### src/fspd_regs.vh
// Purpose: constants of the flash suspend and power-down control
// Assumes: core clock of 250 MHz, times given in ns
// Notes:   definitions only, no logic
`ifndef FSPD_REGS_VH
`define FSPD_REGS_VH

// clock period in ns
`define FSPD_CLK_NS        4

// opcodes handled locally
`define FSPD_OP_SUSPEND    8'h75
`define FSPD_OP_RESUME     8'h7a
`define FSPD_OP_PWRDOWN    8'hb9
`define FSPD_OP_RELEASE    8'hab

// opcodes refused while suspended
`define FSPD_OP_WRSR1      8'h01
`define FSPD_OP_WRSR2      8'h31
`define FSPD_OP_PP         8'h02
`define FSPD_OP_QPP        8'h32
`define FSPD_OP_SE         8'h20
`define FSPD_OP_BE32       8'h52
`define FSPD_OP_BE64       8'hd8
`define FSPD_OP_CE1        8'hc7
`define FSPD_OP_CE2        8'h60

// bit counts within a frame
`define FSPD_OPC_BITS      6'h08
`define FSPD_ID_START      6'h20
`define FSPD_CNT_MAX       6'h28

// kind of the running engine cycle
`define FSPD_KIND_NONE     2'h0
`define FSPD_KIND_SECBLK   2'h1
`define FSPD_KIND_PAGE     2'h2
`define FSPD_KIND_CHIP     2'h3

// timing, ns as given and derived cycle counts (rounded down)
`define FSPD_T_SUS_NS      20000
`define FSPD_T_DP_NS       3000
`define FSPD_T_RES1_NS     3000
`define FSPD_T_RES2_NS     1800
`define FSPD_T_RESUME_NS   200
`define FSPD_SUS_CYC       (`FSPD_T_SUS_NS / `FSPD_CLK_NS)
`define FSPD_DP_CYC        (`FSPD_T_DP_NS / `FSPD_CLK_NS)
`define FSPD_RES1_CYC      (`FSPD_T_RES1_NS / `FSPD_CLK_NS)
`define FSPD_RES2_CYC      (`FSPD_T_RES2_NS / `FSPD_CLK_NS)

// identifier byte, value arbitrary
`define FSPD_DEV_ID        8'h5a

// reset values
`define FSPD_RST_FLAG      1'b0
`define FSPD_RST_OBIT      3'h7

`endif

### src/fspd_ctrl.v
// Purpose: suspend/resume and deep power-down control of a serial flash
// Assumes: link pins are asynchronous and sampled by clk_i; link clock
//          is slow enough (48 ns) for edge detection at 4 ns
// Notes:   the erase/program engine lives outside and reports through
//          core_*; core_busy_i must follow resume_req_o within a cycle
`timescale 1ns/10ps
`include "fspd_regs.vh"
`default_nettype none

module fspd_ctrl
#(
   parameter integer SUS_CYC = `FSPD_SUS_CYC
)
(
   // clock and reset
   input  wire        clk_i,
   input  wire        rst_i,
   // serial link pins
   input  wire        cs_n_i,
   input  wire        sclk_i,
   input  wire [3:0]  dq_i,
   output wire [3:0]  dq_o,
   output wire [3:0]  dq_oe_o,
   // mode
   input  wire        quad_opcode_mode_i,
   // erase/program engine
   input  wire        core_busy_i,
   input  wire [1:0]  core_kind_i,
   input  wire        core_halted_i,
   input  wire [11:0] core_sector_i,
   input  wire [11:0] rd_sector_i,
   output wire        suspend_req_o,
   output wire        resume_req_o,
   // decoded opcodes for the rest of the device
   output wire [7:0]  opcode_o,
   output wire        opcode_vld_o,
   // status
   output wire        busy_flag_o,
   output wire        suspended_flag_o,
   output wire        powerdown_o,
   output wire        rd_allow_o
);

   localparam [1:0] ST_NORM  = 2'h0;
   localparam [1:0] ST_ENTER = 2'h1;
   localparam [1:0] ST_PD    = 2'h2;
   localparam [1:0] ST_REL   = 2'h3;

   // identifier kept at byte width so single bits can be picked
   localparam [7:0]  DEV_ID    = `FSPD_DEV_ID;
   // release wait with identifier starts part way into the full wait
   localparam [15:0] REL2_TMR  = `FSPD_RES1_CYC - `FSPD_RES2_CYC;

   // program, erase and status-write opcodes
   function is_pe;
      input [7:0] op;
      begin
         case (op)
            `FSPD_OP_WRSR1, `FSPD_OP_WRSR2, `FSPD_OP_PP, `FSPD_OP_QPP,
            `FSPD_OP_SE, `FSPD_OP_BE32, `FSPD_OP_BE64,
            `FSPD_OP_CE1, `FSPD_OP_CE2:
               is_pe = 1'b1;
            default:
               is_pe = 1'b0;
         endcase
      end
   endfunction

   // opcodes handled here rather than forwarded
   function is_local;
      input [7:0] op;
      begin
         is_local = (op == `FSPD_OP_SUSPEND) || (op == `FSPD_OP_RESUME) ||
                    (op == `FSPD_OP_PWRDOWN) || (op == `FSPD_OP_RELEASE);
      end
   endfunction

   // synchronisers
   reg        cs_s1_q;
   reg        cs_s2_q;
   reg        cs_s3_q;
   reg        ck_s1_q;
   reg        ck_s2_q;
   reg        ck_s3_q;
   reg [3:0]  dq_s1_q;
   reg [3:0]  dq_s2_q;

   // frame state
   reg [7:0]  sh_q;
   reg [5:0]  cnt_q;
   reg [7:0]  op_q;
   reg        id_act_q;
   reg [2:0]  obit_q;
   reg [3:0]  dout_q;
   reg [7:0]  opc_q;
   reg        opc_vld_q;

   // device state
   reg [1:0]  st_q;
   reg [15:0] tmr_q;
   reg        busy_q;
   reg        sus_q;
   reg        sus_pend_q;
   reg [15:0] sus_cnt_q;
   reg [11:0] sus_sec_q;
   reg        sus_req_q;
   reg        res_req_q;

   wire       ck_rise;
   wire       ck_fall;
   wire       cs_rise;
   wire [5:0] cnt_step;
   wire [5:0] cnt_nx;
   wire [7:0] sh_nx;
   wire       opc_done;
   wire       end8;
   wire       sus_ok;
   wire       res_ok;

   // the second stage feeds logic; the third is a delayed copy used for edge detection
   always @(posedge clk_i)
   begin
      if (rst_i)
      begin
         cs_s1_q <= 1'b1;
         cs_s2_q <= 1'b1;
         cs_s3_q <= 1'b1;
         ck_s1_q <= 1'b0;
         ck_s2_q <= 1'b0;
         ck_s3_q <= 1'b0;
         dq_s1_q <= 4'h0;
         dq_s2_q <= 4'h0;
      end
      else
      begin
         cs_s1_q <= cs_n_i;
         cs_s2_q <= cs_s1_q;
         cs_s3_q <= cs_s2_q;
         ck_s1_q <= sclk_i;
         ck_s2_q <= ck_s1_q;
         ck_s3_q <= ck_s2_q;
         dq_s1_q <= dq_i;
         dq_s2_q <= dq_s1_q;
      end
   end

   assign ck_rise  = ck_s2_q & ~ck_s3_q & ~cs_s2_q;
   assign ck_fall  = ~ck_s2_q & ck_s3_q & ~cs_s2_q;
   assign cs_rise  = cs_s2_q & ~cs_s3_q;
   assign cnt_step = quad_opcode_mode_i ? 6'h04 : 6'h01;
   assign cnt_nx   = (cnt_q >= `FSPD_CNT_MAX) ? cnt_q : cnt_q + cnt_step;
   assign sh_nx    = quad_opcode_mode_i ? {sh_q[3:0], dq_s2_q} :
                                          {sh_q[6:0], dq_s2_q[0]};
   assign opc_done = ck_rise && (cnt_nx == `FSPD_OPC_BITS) &&
                     (cnt_q != `FSPD_OPC_BITS);
   // local opcodes act on a rise right after bit eight; release with identifier read acts from bit 32 on
   assign end8     = cs_rise && (cnt_q == `FSPD_OPC_BITS);

   assign sus_ok = end8 && (op_q == `FSPD_OP_SUSPEND) && (st_q == ST_NORM)
                   && busy_q && !sus_q
                   && ((core_kind_i == `FSPD_KIND_SECBLK) ||
                       (core_kind_i == `FSPD_KIND_PAGE));
   // reset clears sus_q, so a power-lost suspension cannot resume
   assign res_ok = end8 && (op_q == `FSPD_OP_RESUME) && (st_q == ST_NORM)
                   && sus_q && !busy_q;

   // opcode capture and identifier shift-out
   always @(posedge clk_i)
   begin
      if (rst_i)
      begin
         sh_q      <= 8'h00;
         cnt_q     <= 6'h00;
         op_q      <= 8'h00;
         id_act_q  <= `FSPD_RST_FLAG;
         obit_q    <= `FSPD_RST_OBIT;
         dout_q    <= 4'h0;
         opc_q     <= 8'h00;
         opc_vld_q <= `FSPD_RST_FLAG;
      end
      else
      begin
         opc_vld_q <= 1'b0;
         if (cs_s2_q)
         begin
            // any rise ends the frame, complete or not
            cnt_q    <= 6'h00;
            id_act_q <= 1'b0;
            obit_q   <= `FSPD_RST_OBIT;
         end
         else if (ck_rise)
         begin
            sh_q  <= sh_nx;
            cnt_q <= cnt_nx;
            if (opc_done)
            begin
               op_q <= sh_nx;
               // only normal operation forwards other opcodes, except program/erase ones while suspended
               if ((st_q == ST_NORM) && !is_local(sh_nx) &&
                   !(sus_q && is_pe(sh_nx)))
               begin
                  opc_q     <= sh_nx;
                  opc_vld_q <= 1'b1;
               end
            end
            if ((cnt_nx == `FSPD_ID_START) && (cnt_q != `FSPD_ID_START) &&
                (op_q == `FSPD_OP_RELEASE) &&
                (((st_q == ST_NORM) && !busy_q) || (st_q == ST_PD)))
               id_act_q <= 1'b1;
         end
         else if (ck_fall && id_act_q)
         begin
            // byte repeats endlessly until chip select rises
            if (quad_opcode_mode_i)
            begin
               dout_q <= obit_q[2] ? DEV_ID[7:4] : DEV_ID[3:0];
               obit_q <= obit_q ^ 3'h4;
            end
            else
            begin
               dout_q <= {2'b00, DEV_ID[obit_q], 1'b0};
               obit_q <= obit_q - 3'h1;
            end
         end
      end
   end

   // power-down sequencing
   always @(posedge clk_i)
   begin
      if (rst_i)
      begin
         st_q  <= ST_NORM;
         tmr_q <= 16'h0000;
      end
      else
      begin
         case (st_q)
            ST_NORM:
            begin
               if (end8 && (op_q == `FSPD_OP_PWRDOWN))
               begin
                  st_q  <= ST_ENTER;
                  tmr_q <= 16'h0000;
               end
            end
            ST_ENTER:
            begin
               if (tmr_q >= `FSPD_DP_CYC - 1)
                  st_q <= ST_PD;
               tmr_q <= tmr_q + 16'h0001;
            end
            ST_PD:
            begin
               tmr_q <= 16'h0000;
               if (cs_rise && (op_q == `FSPD_OP_RELEASE) && id_act_q)
               begin
                  st_q  <= ST_REL;
                  tmr_q <= REL2_TMR;
               end
               else if (end8 && (op_q == `FSPD_OP_RELEASE))
                  st_q <= ST_REL;
            end
            ST_REL:
            begin
               // frames during the release wait are not recognized
               if (tmr_q >= `FSPD_RES1_CYC - 1)
                  st_q <= ST_NORM;
               tmr_q <= tmr_q + 16'h0001;
            end
            default:
            begin
               st_q  <= ST_NORM;
               tmr_q <= 16'h0000;
            end
         endcase
      end
   end

   // suspend and resume
   always @(posedge clk_i)
   begin
      if (rst_i)
      begin
         busy_q     <= `FSPD_RST_FLAG;
         sus_q      <= `FSPD_RST_FLAG;
         sus_pend_q <= `FSPD_RST_FLAG;
         sus_cnt_q  <= 16'h0000;
         sus_sec_q  <= 12'h000;
         sus_req_q  <= `FSPD_RST_FLAG;
         res_req_q  <= `FSPD_RST_FLAG;
      end
      else
      begin
         sus_req_q <= sus_ok;
         res_req_q <= res_ok;
         if (sus_ok)
         begin
            sus_q      <= 1'b1;
            sus_pend_q <= 1'b1;
            sus_cnt_q  <= 16'h0000;
            sus_sec_q  <= core_sector_i;
         end
         else if (res_ok)
         begin
            sus_q  <= 1'b0;
            busy_q <= 1'b1;
         end
         else if (sus_pend_q)
         begin
            // engine halt or latency expiry, whichever comes first
            sus_cnt_q <= sus_cnt_q + 16'h0001;
            if (core_halted_i || (sus_cnt_q >= SUS_CYC - 2))
            begin
               busy_q     <= 1'b0;
               sus_pend_q <= 1'b0;
            end
         end
         else if (!sus_q)
            busy_q <= core_busy_i;
      end
   end

   assign dq_o    = dout_q;
   assign dq_oe_o = (id_act_q && !cs_s2_q) ?
                    (quad_opcode_mode_i ? 4'hf : 4'h2) : 4'h0;
   assign opcode_o     = opc_q;
   assign opcode_vld_o = opc_vld_q;
   assign suspend_req_o    = sus_req_q;
   assign resume_req_o     = res_req_q;
   assign busy_flag_o      = busy_q;
   assign suspended_flag_o = sus_q;
   assign powerdown_o      = (st_q != ST_NORM);
   assign rd_allow_o = !sus_q || (rd_sector_i != sus_sec_q);

endmodule

`default_nettype wire

### config.mk
export PLATFORM = sky130hd
export DESIGN_NAME = fspd_ctrl
export DESIGN_NICKNAME = d
export VERILOG_FILES = /design/src/fspd_ctrl.v
export VERILOG_INCLUDE_DIRS = /design/src /design/src/src
export SDC_FILE = /design/constraint.sdc
export NUM_CORES = 1
export LEC_CHECK = 0
export ABC_AREA = 1
export BUFFER_PORTS_ARGS = -buffer_cell sky130_fd_sc_hd__buf_2
export CAP_MARGIN = 10
export CORE_MARGIN = 8
export CORE_UTILIZATION = 50
export CTS_CLUSTER_DIAMETER = 30
export DETAILED_ROUTE_END_ITERATION = 8
export PLACE_DENSITY = 0.7
export SLEW_MARGIN = 20
export SYNTH_ARGS = -nofsm -noshare
export SYNTH_HDL_FRONTEND = slang
export SYNTH_SLANG_ARGS = --single-unit
### constraint.sdc
create_clock -name clk_i -period 7.4 [get_ports clk_i]
set_clock_uncertainty 0.15 [all_clocks]
set_input_delay 1.48 -clock clk_i [delete_from_list [all_inputs] [get_ports clk_i]]
set_output_delay 1.48 -clock clk_i [all_outputs]
set_load 0.005 [all_outputs]
==> results of run 1 <==
[critical path, delay by kind of cell]
| family | cells | cell delay [ns] |
|---|---|---|
| buf+inv | 2 | 1.52 |
| simple gates | 1 | 0.98 |
| compound gates | 1 | 0.18 |
[synth_stat cells, types with 4 or more instances]
cell / n
xor2_1: 9
nor2_1: 92
o211ai_1: 5
nor3b_1: 4
ha_1: 14
dfxtp_1: 102
nand2_2: 7
nand2_1: 196
inv_1: 104
xnor2_1: 5
nor4_1: 8
a31oi_1: 4
nand4_1: 12
buf_6: 4
o21ai_0: 53
nand3_1: 53
buf_4: 4
or2_2: 5
buf_2: 5
a21oi_1: 63
clkbuf_1: 12
nor3_1: 18
[logic make-up (layout without fill, tap and decap cells)]
kind of cell | Yosys count | count (layout) | share of synthesized area [%]
XOR/XNOR | 14 | 14 | 2.29
flip-flops | 102 | 102 | 38.2
adder cells (fa/ha/maj) | 14 | 14 | 3.27
AND/OR/NAND/NOR | 404 | 404 | 32.5
buffers and inverters | 132 | 182 | 10.3
AO/OA/AOI/OAI | 136 | 136 | 13.4
[through the flow]
step	power [mW]	cells	worst slack, ns	hold slack [ns]	util, %
after global placement	0.718	972	3.03	0.241	54.7
after CTS	1.15	988	3.30	0.262	57.1
after detailed placement	0.723	972	2.89	0.246	54.7
after floorplan	0.680	802	3.58	0.238	-
final	1.14	988	3.30	0.258	57.1
after global routing	1.19	988	3.05	0.272	57.1
[worst max-delay path by stage]
stage,cells past startpoint,end,slack [ns]
floorplan,5,dq_oe_o[2],3.58
global placement,4,sus_sec_q[4],3.03
CTS,4,sus_sec_q[9],3.30
global route,4,sus_sec_q[9],3.05
finish,4,sus_sec_q[9],3.30
detailed placement,4,sus_sec_q[9],2.89
[where the power goes]
part / total, mW / internal (mW) / leakage (nW) / switching [mW]
Combinational: 0.143 / 0.0452 / 1.57 / 0.0977
Clock: 0.428 / 0.235 / 0.120 / 0.193
Sequential: 0.568 / 0.559 / 0.825 / 0.00887
Total: 1.14 / 0.839 / 2.51 / 0.299
[sequential cells by signal, summed over array words and instances, names as in the netlist, 2 cells and up]
name	flops
sus_cnt_q	16
tmr_q	16
sus_sec_q	12
op_q	8
opcode_o	8
sh_q	7
cnt_q	6
dq_s1_q	4
dq_s2_q	4
dq_o	3
obit_q	3
st_q	2
[per-layer routing]
metal / vias to the layer above / GRT usage (%) / share of wire [%]
met1: 2284 / 20.4 / 44
li1: 2666 / - / -
met3: 29 / 4.39 / 4.9
met5: - / 0 / 0
met2: 112 / 32.4 / 49
met4: 0 / 7.49 / 2.6
[cell type report]
type | instances | area share, %
Clock buffer | 11 | 2.39
Clock inverter | 5 | 1.80
Inverter | 106 | 6.76
Multi-Input combinational cell | 568 | 46.6
Sequential cell | 102 | 34.5
Tap cell | 136 | 2.87
Timing Repair Buffer | 60 | 5.12
[cell usage in the layout, fill, tap and decap left out, drive strengths merged]
cell type and n:
a211oi 3, a21o 1, a21oi 63, a22o 1
a31oi 4, and2 1, buf 60, bufinv 3
clkbuf 11, clkinv 2, clkinvlp 1, dfxtp 102
ha 14, inv 105, nand2 203, nand3 54
nand3b 1, nand4 12, nor2 96, nor3 20
nor3b 4, nor4 8, o211ai 5, o21a 1
o21ai 56, o22ai 1, o31ai 1, or2 5
xnor2 5, xor2 9
==> impl_metrics.csv, run 1 <==
group,metric,value,unit
yosys,synth_cells,802,
detailed_routing,drt_iter0_markers,401,
cts,cts_made_buffers,9,
pwr,power.leakage,2.51,nW
floorplanning,die_h,119,um
floorplanning,std_cell_rows,37,
yosys,syn_avg_cell_area,6.67,um^2
critical_path,cpPeakStageDelay,0.98,ns
placed_design,dpl_cell_area,0.00567,mm^2
floorplanning,die-area,0.0143,mm^2
yosys,yosysSeqAreaShare,38.2,%
cts,cts_tree,"built",
global_routing,grtUsageTotal,18.2,%
critical_path,crit_chain,"buf_2, clkinv_1, nand2_1, o21ai_0",
cts,root_buffer,"clkbuf_8",
finish,drive_above_1_share,11.2,%
global_routing,grt_pass1_vias,4913,
cts,clk_pin_slew_worst_paths,0.09,ns
floorplanning,io_pins,60,
finish,design_area,0.00592,mm^2
cts,htree_levels,3,
critical_path,arrival,4.18,ns
cts,clk_latency,0.37,ns
sta,slew_headroom,37.1,%
sta,fin_crit_sh,55.5,%
sta,rsz0062_at_grt,"false",
sta,tightest_slew,0.938,ns
global_routing,grt_pass1_wl,21900,um
yosys,ys_ff_latch,102,
finish,nets,898,
sta,final_hold_viol_count,0,
finish,register_area,0.00204,mm^2
sta,fin_crit,4.10,ns
hold_path,min_from,"dq_s1_q[1]",
detailed_routing,vias,5091,
critical_path,critical_path_required,7.47,ns
detailed_routing,drt_first_pass_iters,5,
floorplanning,die_x,119,um
critical_path,crit_path_max_fanout,36,
yosys,synth_top_cells_by_area,"dfxtp_1, nand2_1, inv_1",
floorplanning,core_area,0.0104,mm^2
critical_path,rrSetupSlack,4.80,ns
critical_path,end_kind,"flop",
yosys,ys_async_sr_fraction,0,%
cts,clock-sinks,102,
detailed_routing,drt-total-wl,12900,um
yosys,synth-edff-count,0,
detailed_routing,avgViaCountPerCell,5.15,
placed_design,port_buffers,59,
cts,clockBufferDepth,2,
detailed_routing,drc,0,
sta,finalSetupViolCount,0,
sta,slew_violations,0,
detailed_routing,antenna_left,0,
cts,post_cts_resized,0,
hold_path,hold_class,"flop to flop",
pwr,powerDensity,192,mW/mm^2
global_routing,antenna_found_initial,0,
critical_path,critPathLaunch,"rst_i",
finish,n_antenna_cell,0,
critical_path,path_class,"input port to flop",
floorplanning,initial_utilization,51.6,%
critical_path,worstReg2RegStart,"st_q[0]",
yosys,synth_area_leader_cell,"dfxtp_1",
yosys,syn_nets,853,
cts,hold_buffers,0,
yosys,ys.flop_type,"dfxtp_1",
yosys,ys_warn_count,0,
placed_design,gp_congestion,0.886,
yosys,netlist_area,0.00535,mm^2
detailed_routing,wire_per_inst,13.1,um
placed_design,dp_hpwl,9650,um
finish,syn_to_final_growth,10.6,%
critical_path,r2r_cells,12,
critical_path,rr_endpoint,"busy_flag_o",
sta,fmax,244,MHz
global_routing,grt_max_degree,37,
run,max_cap_viol_count,0,
critical_path,cp_slowest_cell,"nand2_1",
finish,fill_cells,1022,
pwr,ir_worst_vdd,0.116,mV
hold_path,worstHoldPathCells,2,
hold_path,hold_path_end,"dq_s2_q[1]",
sta,fin_tns_setup,0,ns
yosys,synth_top_cell_area_share,38.2,%
yosys,ys_types,38,
global_routing,grt_overflow,0,
finish,multi_input_area,0.00276,mm^2
status,status,"completed",
cts,cts_setup_buffers,0,
critical_path,startpoint_type,"input port",
(Power assumes the default switching activity.)
==> run 2, diff against run 1 <==
clock period = 4.15 ns   (was 7.4 ns; I/O delays follow)
==> run 2 against run 1 <==
  * Final cell count fell by 0.10%
  * Die area unchanged
  * Worst hold slack is essentially flat
  * Via count rose by 0.59%
  * Sequential share of layout area is 0.50 points higher
  * Flip-flop and latch count unchanged
  * First-iteration DRC count shrank 7.0%
  * Total power increased by 60%
  * Clock power rose by 29%
  * Setup slack worse by 2.3 ns
  * Utilization shrank 0.82 points
==> impl_metrics.csv, run 2 (synthesis results as in run 1) <==
group,metric,value,unit
finish,drive_above_1_share,10.9,%
status,status,"completed",
floorplanning,die-area,0.0143,mm^2
sta,rsz0062_at_grt,"false",
critical_path,arrival,3.28,ns
run,max_cap_viol_count,0,
floorplanning,die_h,119,um
placed_design,gp_congestion,0.881,
global_routing,grtUsageTotal,18.7,%
placed_design,dp_slack,0.665,ns
sta,whs,0.258,ns
cts,cts_made_buffers,9,
finish,fill_cells,1049,
floorplanning,core_area,0.0104,mm^2
detailed_routing,drt_first_pass_iters,5,
sta,fmax,317,MHz
cts,clock-sinks,102,
cts,clk_pin_slew_worst_paths,0.09,ns
finish,final_cell_mix,"nand2_1, inv_1, dfxtp_1",
sta,final_hold_viol_count,0,
pwr,ir_worst_vdd,0.224,mV
global_routing,antenna_found_initial,0,
finish,layoutNonFillerInstCount,987,
pwr,power.leakage,2.48,nW
cts,cts_tree,"built",
floorplanning,std_cell_rows,37,
floorplanning,die_x,119,um
detailed_routing,wire_per_inst,13.3,um
detailed_routing,drc,0,
placed_design,placed_cells,973,
detailed_routing,antenna_left,0,
detailed_routing,drt-total-wl,13100,um
global_routing,grt_pass1_vias,4942,
critical_path,crit_path_max_fanout,18,
pwr,powerDensity,312,mW/mm^2
cts,clk_latency,0.38,ns
cts,post_cts_resized,0,
floorplanning,initial_utilization,51.6,%
sta,fin_ws,1.00,ns
sta,fin_tns_setup,0,ns
global_routing,grt_overflow,0,
detailed_routing,vias,5121,
cts,root_buffer,"clkbuf_8",
hold_path,hold_class,"flop to flop",
finish,n_antenna_cell,0,
cts,hold_buffers,0,
finish,nets,899,
critical_path,critical_path_required,4.28,ns
finish,top_regs,"sus_cnt_q x16, tmr_q x16, sus_sec_q x12",
placed_design,port_buffers,59,
finish,syn_to_final_growth,9.03,%
cts,cts_setup_buffers,0,
global_routing,grt_pass1_wl,22500,um
sta,finalSetupViolCount,0,
critical_path,end_kind,"flop",
critical_path,startpoint_type,"input port",
global_routing,grt_max_degree,36,
sta,slew_violations,0,
finish,layout.cells.most_common,"nand2_1",
critical_path,path_class,"input port to flop",
sta,fin_crit_sh,75.9,%
placed_design,dp_hpwl,9860,um
sta,tightest_slew,0.829,ns
sta,slew_headroom,44.5,%
cts,htree_levels,3,
detailed_routing,avgViaCountPerCell,5.19,
floorplanning,io_pins,60,
sta,fin_crit,3.15,ns
cts,clockBufferDepth,2,
detailed_routing,drt_iter0_markers,373,
[run 2: cell count changes in the layout (fill, tap and decap cells not counted), sizes merged]
cell	change
buf	+1
bufinv	-3
clkbuf	+1
clkinv	+1
clkinvlp	-1
[run 2: final timing paths]
path / startpoint / endpoint / slack [ns] / cells after the start
hold reg to reg: dq_s1_q[1] / dq_s2_q[1] / 0.26 / 2
hold / removal: dq_s1_q[1] / dq_s2_q[1] / 0.26 / 2
setup / recovery: quad_opcode_mode_i / opcode_o[4] / 1.00 / 13
setup reg to reg: cnt_q[0] / opcode_o[4] / 1.61 / 11
[run 2: per-stage QoR]
stage          util (%)  cell area (um^2)  total power, mW
2_1_floorplan         -              5350             1.21
3_3_place_gp       54.8              5680             1.28
3_5_place_dp       54.8              5680             1.29
4_1_cts            56.3              5830             1.84
5_1_grt            56.3              5830             1.92
6_report           56.3              5830             1.82
[run 2: worst max-delay path: stages]
cell and delay, ns:
buf_2 0.31, inv_4 0.15, ha_1 0.25, ha_1 0.19, or2_2 0.27, nand3_1 0.09, nand3_1 0.14, nor2_1 0.15
nand3_2 0.24, nor2_4 0.39, nand3_1 0.13, nand2_1 0.08, nor2_1 0.04
[run 2: routing by layer]
layer  wire [um]  up-vias  global-route usage [%]
met5           0        -                       0
met4         191        0                    6.87
met3         564       16                    4.35
met2        6370       95                    32.4
met1        5970     2344                    22.1
li1            -     2666                       -
[run 2: area by class of cell]
class | instances | area, um^2 | area share, %
sequential | 102 | 2040 | 35.0
clock inverter | 2 | 10.0 | 0.172
multi-input combinational | 568 | 2760 | 47.2
clock buffer | 12 | 145 | 2.49
tap | 136 | 170 | 2.92
timing repair buffer | 61 | 310 | 5.32
inverter | 106 | 400 | 6.86
[run 2: report_power, final]
group	total [mW]	internal, mW	switching (mW)
clock network	0.554	0.227	0.327
logic	0.255	0.0807	0.175
registers	1.01	0.996	0.0167
==> run 3, diff against run 2 <==
clock period = 3.1 ns   (was 4.15 ns; I/O delays follow)
==> run 3 against run 2 <==
  * Final cell count increased by 0.71%
  * Setup slack worse by 0.41 ns
  * Flip-flop and latch count is the same
  * Sequential share of layout area fell by 0.55 points
  * Die area unchanged
  * Combinational power rose by 37%
  * Final area rose by 1.6%
  * Critical path depth is 1 lower
  * Clock power increased by 59%
  * Global-route usage is 0.54 points lower
  * Total power grew 42%
  * Critical path type is now flop to flop
  * Critical endpoint is now busy_flag_o
==> impl_metrics.csv, run 3 (synthesis results as in run 1) <==
group,metric,value,unit
hold_path,hold_path_end,"dq_s2_q[1]",
hold_path,worstHoldPathCells,2,
floorplanning,die-area,0.0143,mm^2
critical_path,critical_path_required,3.23,ns
sta,slew_violations,0,
cts,clockBufferDepth,2,
sta,fin_tns_setup,0,ns
floorplanning,die_x,119,um
critical_path,crit_buf_inv,2,
global_routing,grt_overflow,0,
critical_path,cp_common_cell,"nor2_1",
global_routing,grt_pass1_wl,21800,um
critical_path,end_kind,"flop",
status,status,"completed",
floorplanning,io_pins,60,
detailed_routing,wire_per_inst,12.9,um
sta,final_hold_viol_count,0,
finish,layout.cells.most_common,"nand2_1",
pwr,finalPower,2.59,mW
global_routing,grtUsageTotal,18.2,%
detailed_routing,drt-total-wl,12800,um
cts,cts_made_buffers,9,
placed_design,placed_cells,978,
critical_path,startpoint_type,"flop",
global_routing,antenna_found_initial,0,
critical_path,rr_endpoint,"busy_flag_o",
cts,post_cts_resized,0,
detailed_routing,drt_iter0_markers,337,
placed_design,port_buffers,59,
sta,finalSetupViolCount,0,
cts,clock-sinks,102,
finish,syn_to_final_growth,10.8,%
critical_path,cpPeakStageDelay,0.58,ns
critical_path,crit_family,"simple AND/OR/NAND/NOR gates",
finish,final_cell_mix,"nand2_1, inv_1, dfxtp_1",
pwr,power.leakage,2.52,nW
critical_path,crit_chain,"inv_1, ha_1, nand2_1, nor2_1, nand3_1, nor2_1, nor2_1, nand3_1, nand3_1, nand2_1, inv_1, nor2_1",
floorplanning,std_cell_rows,37,
hold_path,min_from,"dq_s1_q[1]",
floorplanning,core_area,0.0104,mm^2
hold_path,hold_class,"flop to flop",
cts,hold_buffers,0,
pwr,ir_worst_vdd,0.248,mV
sta,fin_crit,2.51,ns
sta,rsz0062_at_grt,"false",
finish,layoutNonFillerInstCount,994,
finish,top_regs,"sus_cnt_q x16, tmr_q x16, sus_sec_q x12",
sta,fin_crit_sh,81.0,%
global_routing,grt_max_degree,36,
critical_path,path_class,"flop to flop",
finish,n_antenna_cell,0,
pwr,powerDensity,436,mW/mm^2
detailed_routing,drt_first_pass_iters,5,
critical_path,crit_path_max_fanout,12,
finish,drive_above_1_share,11.8,%
cts,clk_pin_slew_worst_paths,0.09,ns
placed_design,dp_hpwl,9690,um
cts,clk_latency,0.38,ns
cts,root_buffer,"clkbuf_8",
detailed_routing,antenna_left,0,
global_routing,grt_pass1_vias,4967,
run,max_cap_viol_count,0,
cts,htree_levels,3,
cts,cts_tree,"built",
placed_design,gp_congestion,0.919,
floorplanning,die_h,119,um
sta,fmax,398,MHz
detailed_routing,avgViaCountPerCell,5.28,
critical_path,arrival,2.64,ns
critical_path,rrSetupSlack,0.59,ns
critical_path,r2r_cells,12,
sta,slew_headroom,48.7,%
finish,nets,904,
cts,cts_setup_buffers,0,
sta,tightest_slew,0.768,ns
detailed_routing,drc,0,
critical_path,critPathLaunch,"st_q[0]",
critical_path,cp_slowest_cell,"nor2_1",
detailed_routing,vias,5253,
critical_path,worstReg2RegStart,"st_q[0]",
finish,fin_util,57.2,%
floorplanning,initial_utilization,51.6,%
## run 3: cell types whose count changed in the layout (fill, tap and decap cells not counted)
cell	before	now
buf_4	2	7
clkinv_2	2	0
clkinv_4	0	2
bufinv_16	0	1
clkbuf_1	2	1
clkbuf_8	10	11
clkinvlp_4	0	1
## run 3: layer usage
layer	wire, um	GRT usage [%]	share of wire, %
met2	6330	31.8	49
met4	299	7.57	2.3
met5	0	0	0
met3	506	4.68	3.9
met1	5680	20.6	44
## run 3: how the worst max path moves through the flow
| stage | to | slack, ns | cells after the start |
|---|---|---|---|
| 4_1_cts | busy_flag_o | 0.61 | 12 |
| 3_5_place_dp | opcode_o[4] | 0.23 | 13 |
| 5_1_grt | busy_flag_o | 0.28 | 12 |
| 3_3_place_gp | opcode_o[2] | 0.33 | 13 |
| 6_report | busy_flag_o | 0.59 | 12 |
| 2_1_floorplan | opcode_o[6] | 0.38 | 15 |
## run 3: area by class of cell
type	instances	area, um^2
inverter	106	400
timing repair buffer	66	348
multi-input combinational	568	2760
sequential	102	2040
fill	1052	4440
tap	136	170
clock buffer	12	155
clock inverter	4	55.1
## run 3: worst min-delay path, delay by kind of cell, from the launching register on
family,cells,cell delay [ns]
buf+inv,1,0.04
flops,1,0.31
simple gates,1,0.03
## run 3: stage by stage
step	setup slack (ns)	instance area [um^2]	hold slack [ns]
after detailed placement	0.231	5720	0.244
after global routing	0.279	5930	0.251
after CTS	0.608	5930	0.246
after global placement	0.330	5720	0.242
final	0.589	5930	0.262
after floorplan	0.382	5350	0.238
## run 3: report_power, final
part	switching [mW]	internal, mW	total, mW
combinational	0.236	0.113	0.349
clock	0.459	0.421	0.880
sequential	0.0217	1.33	1.36
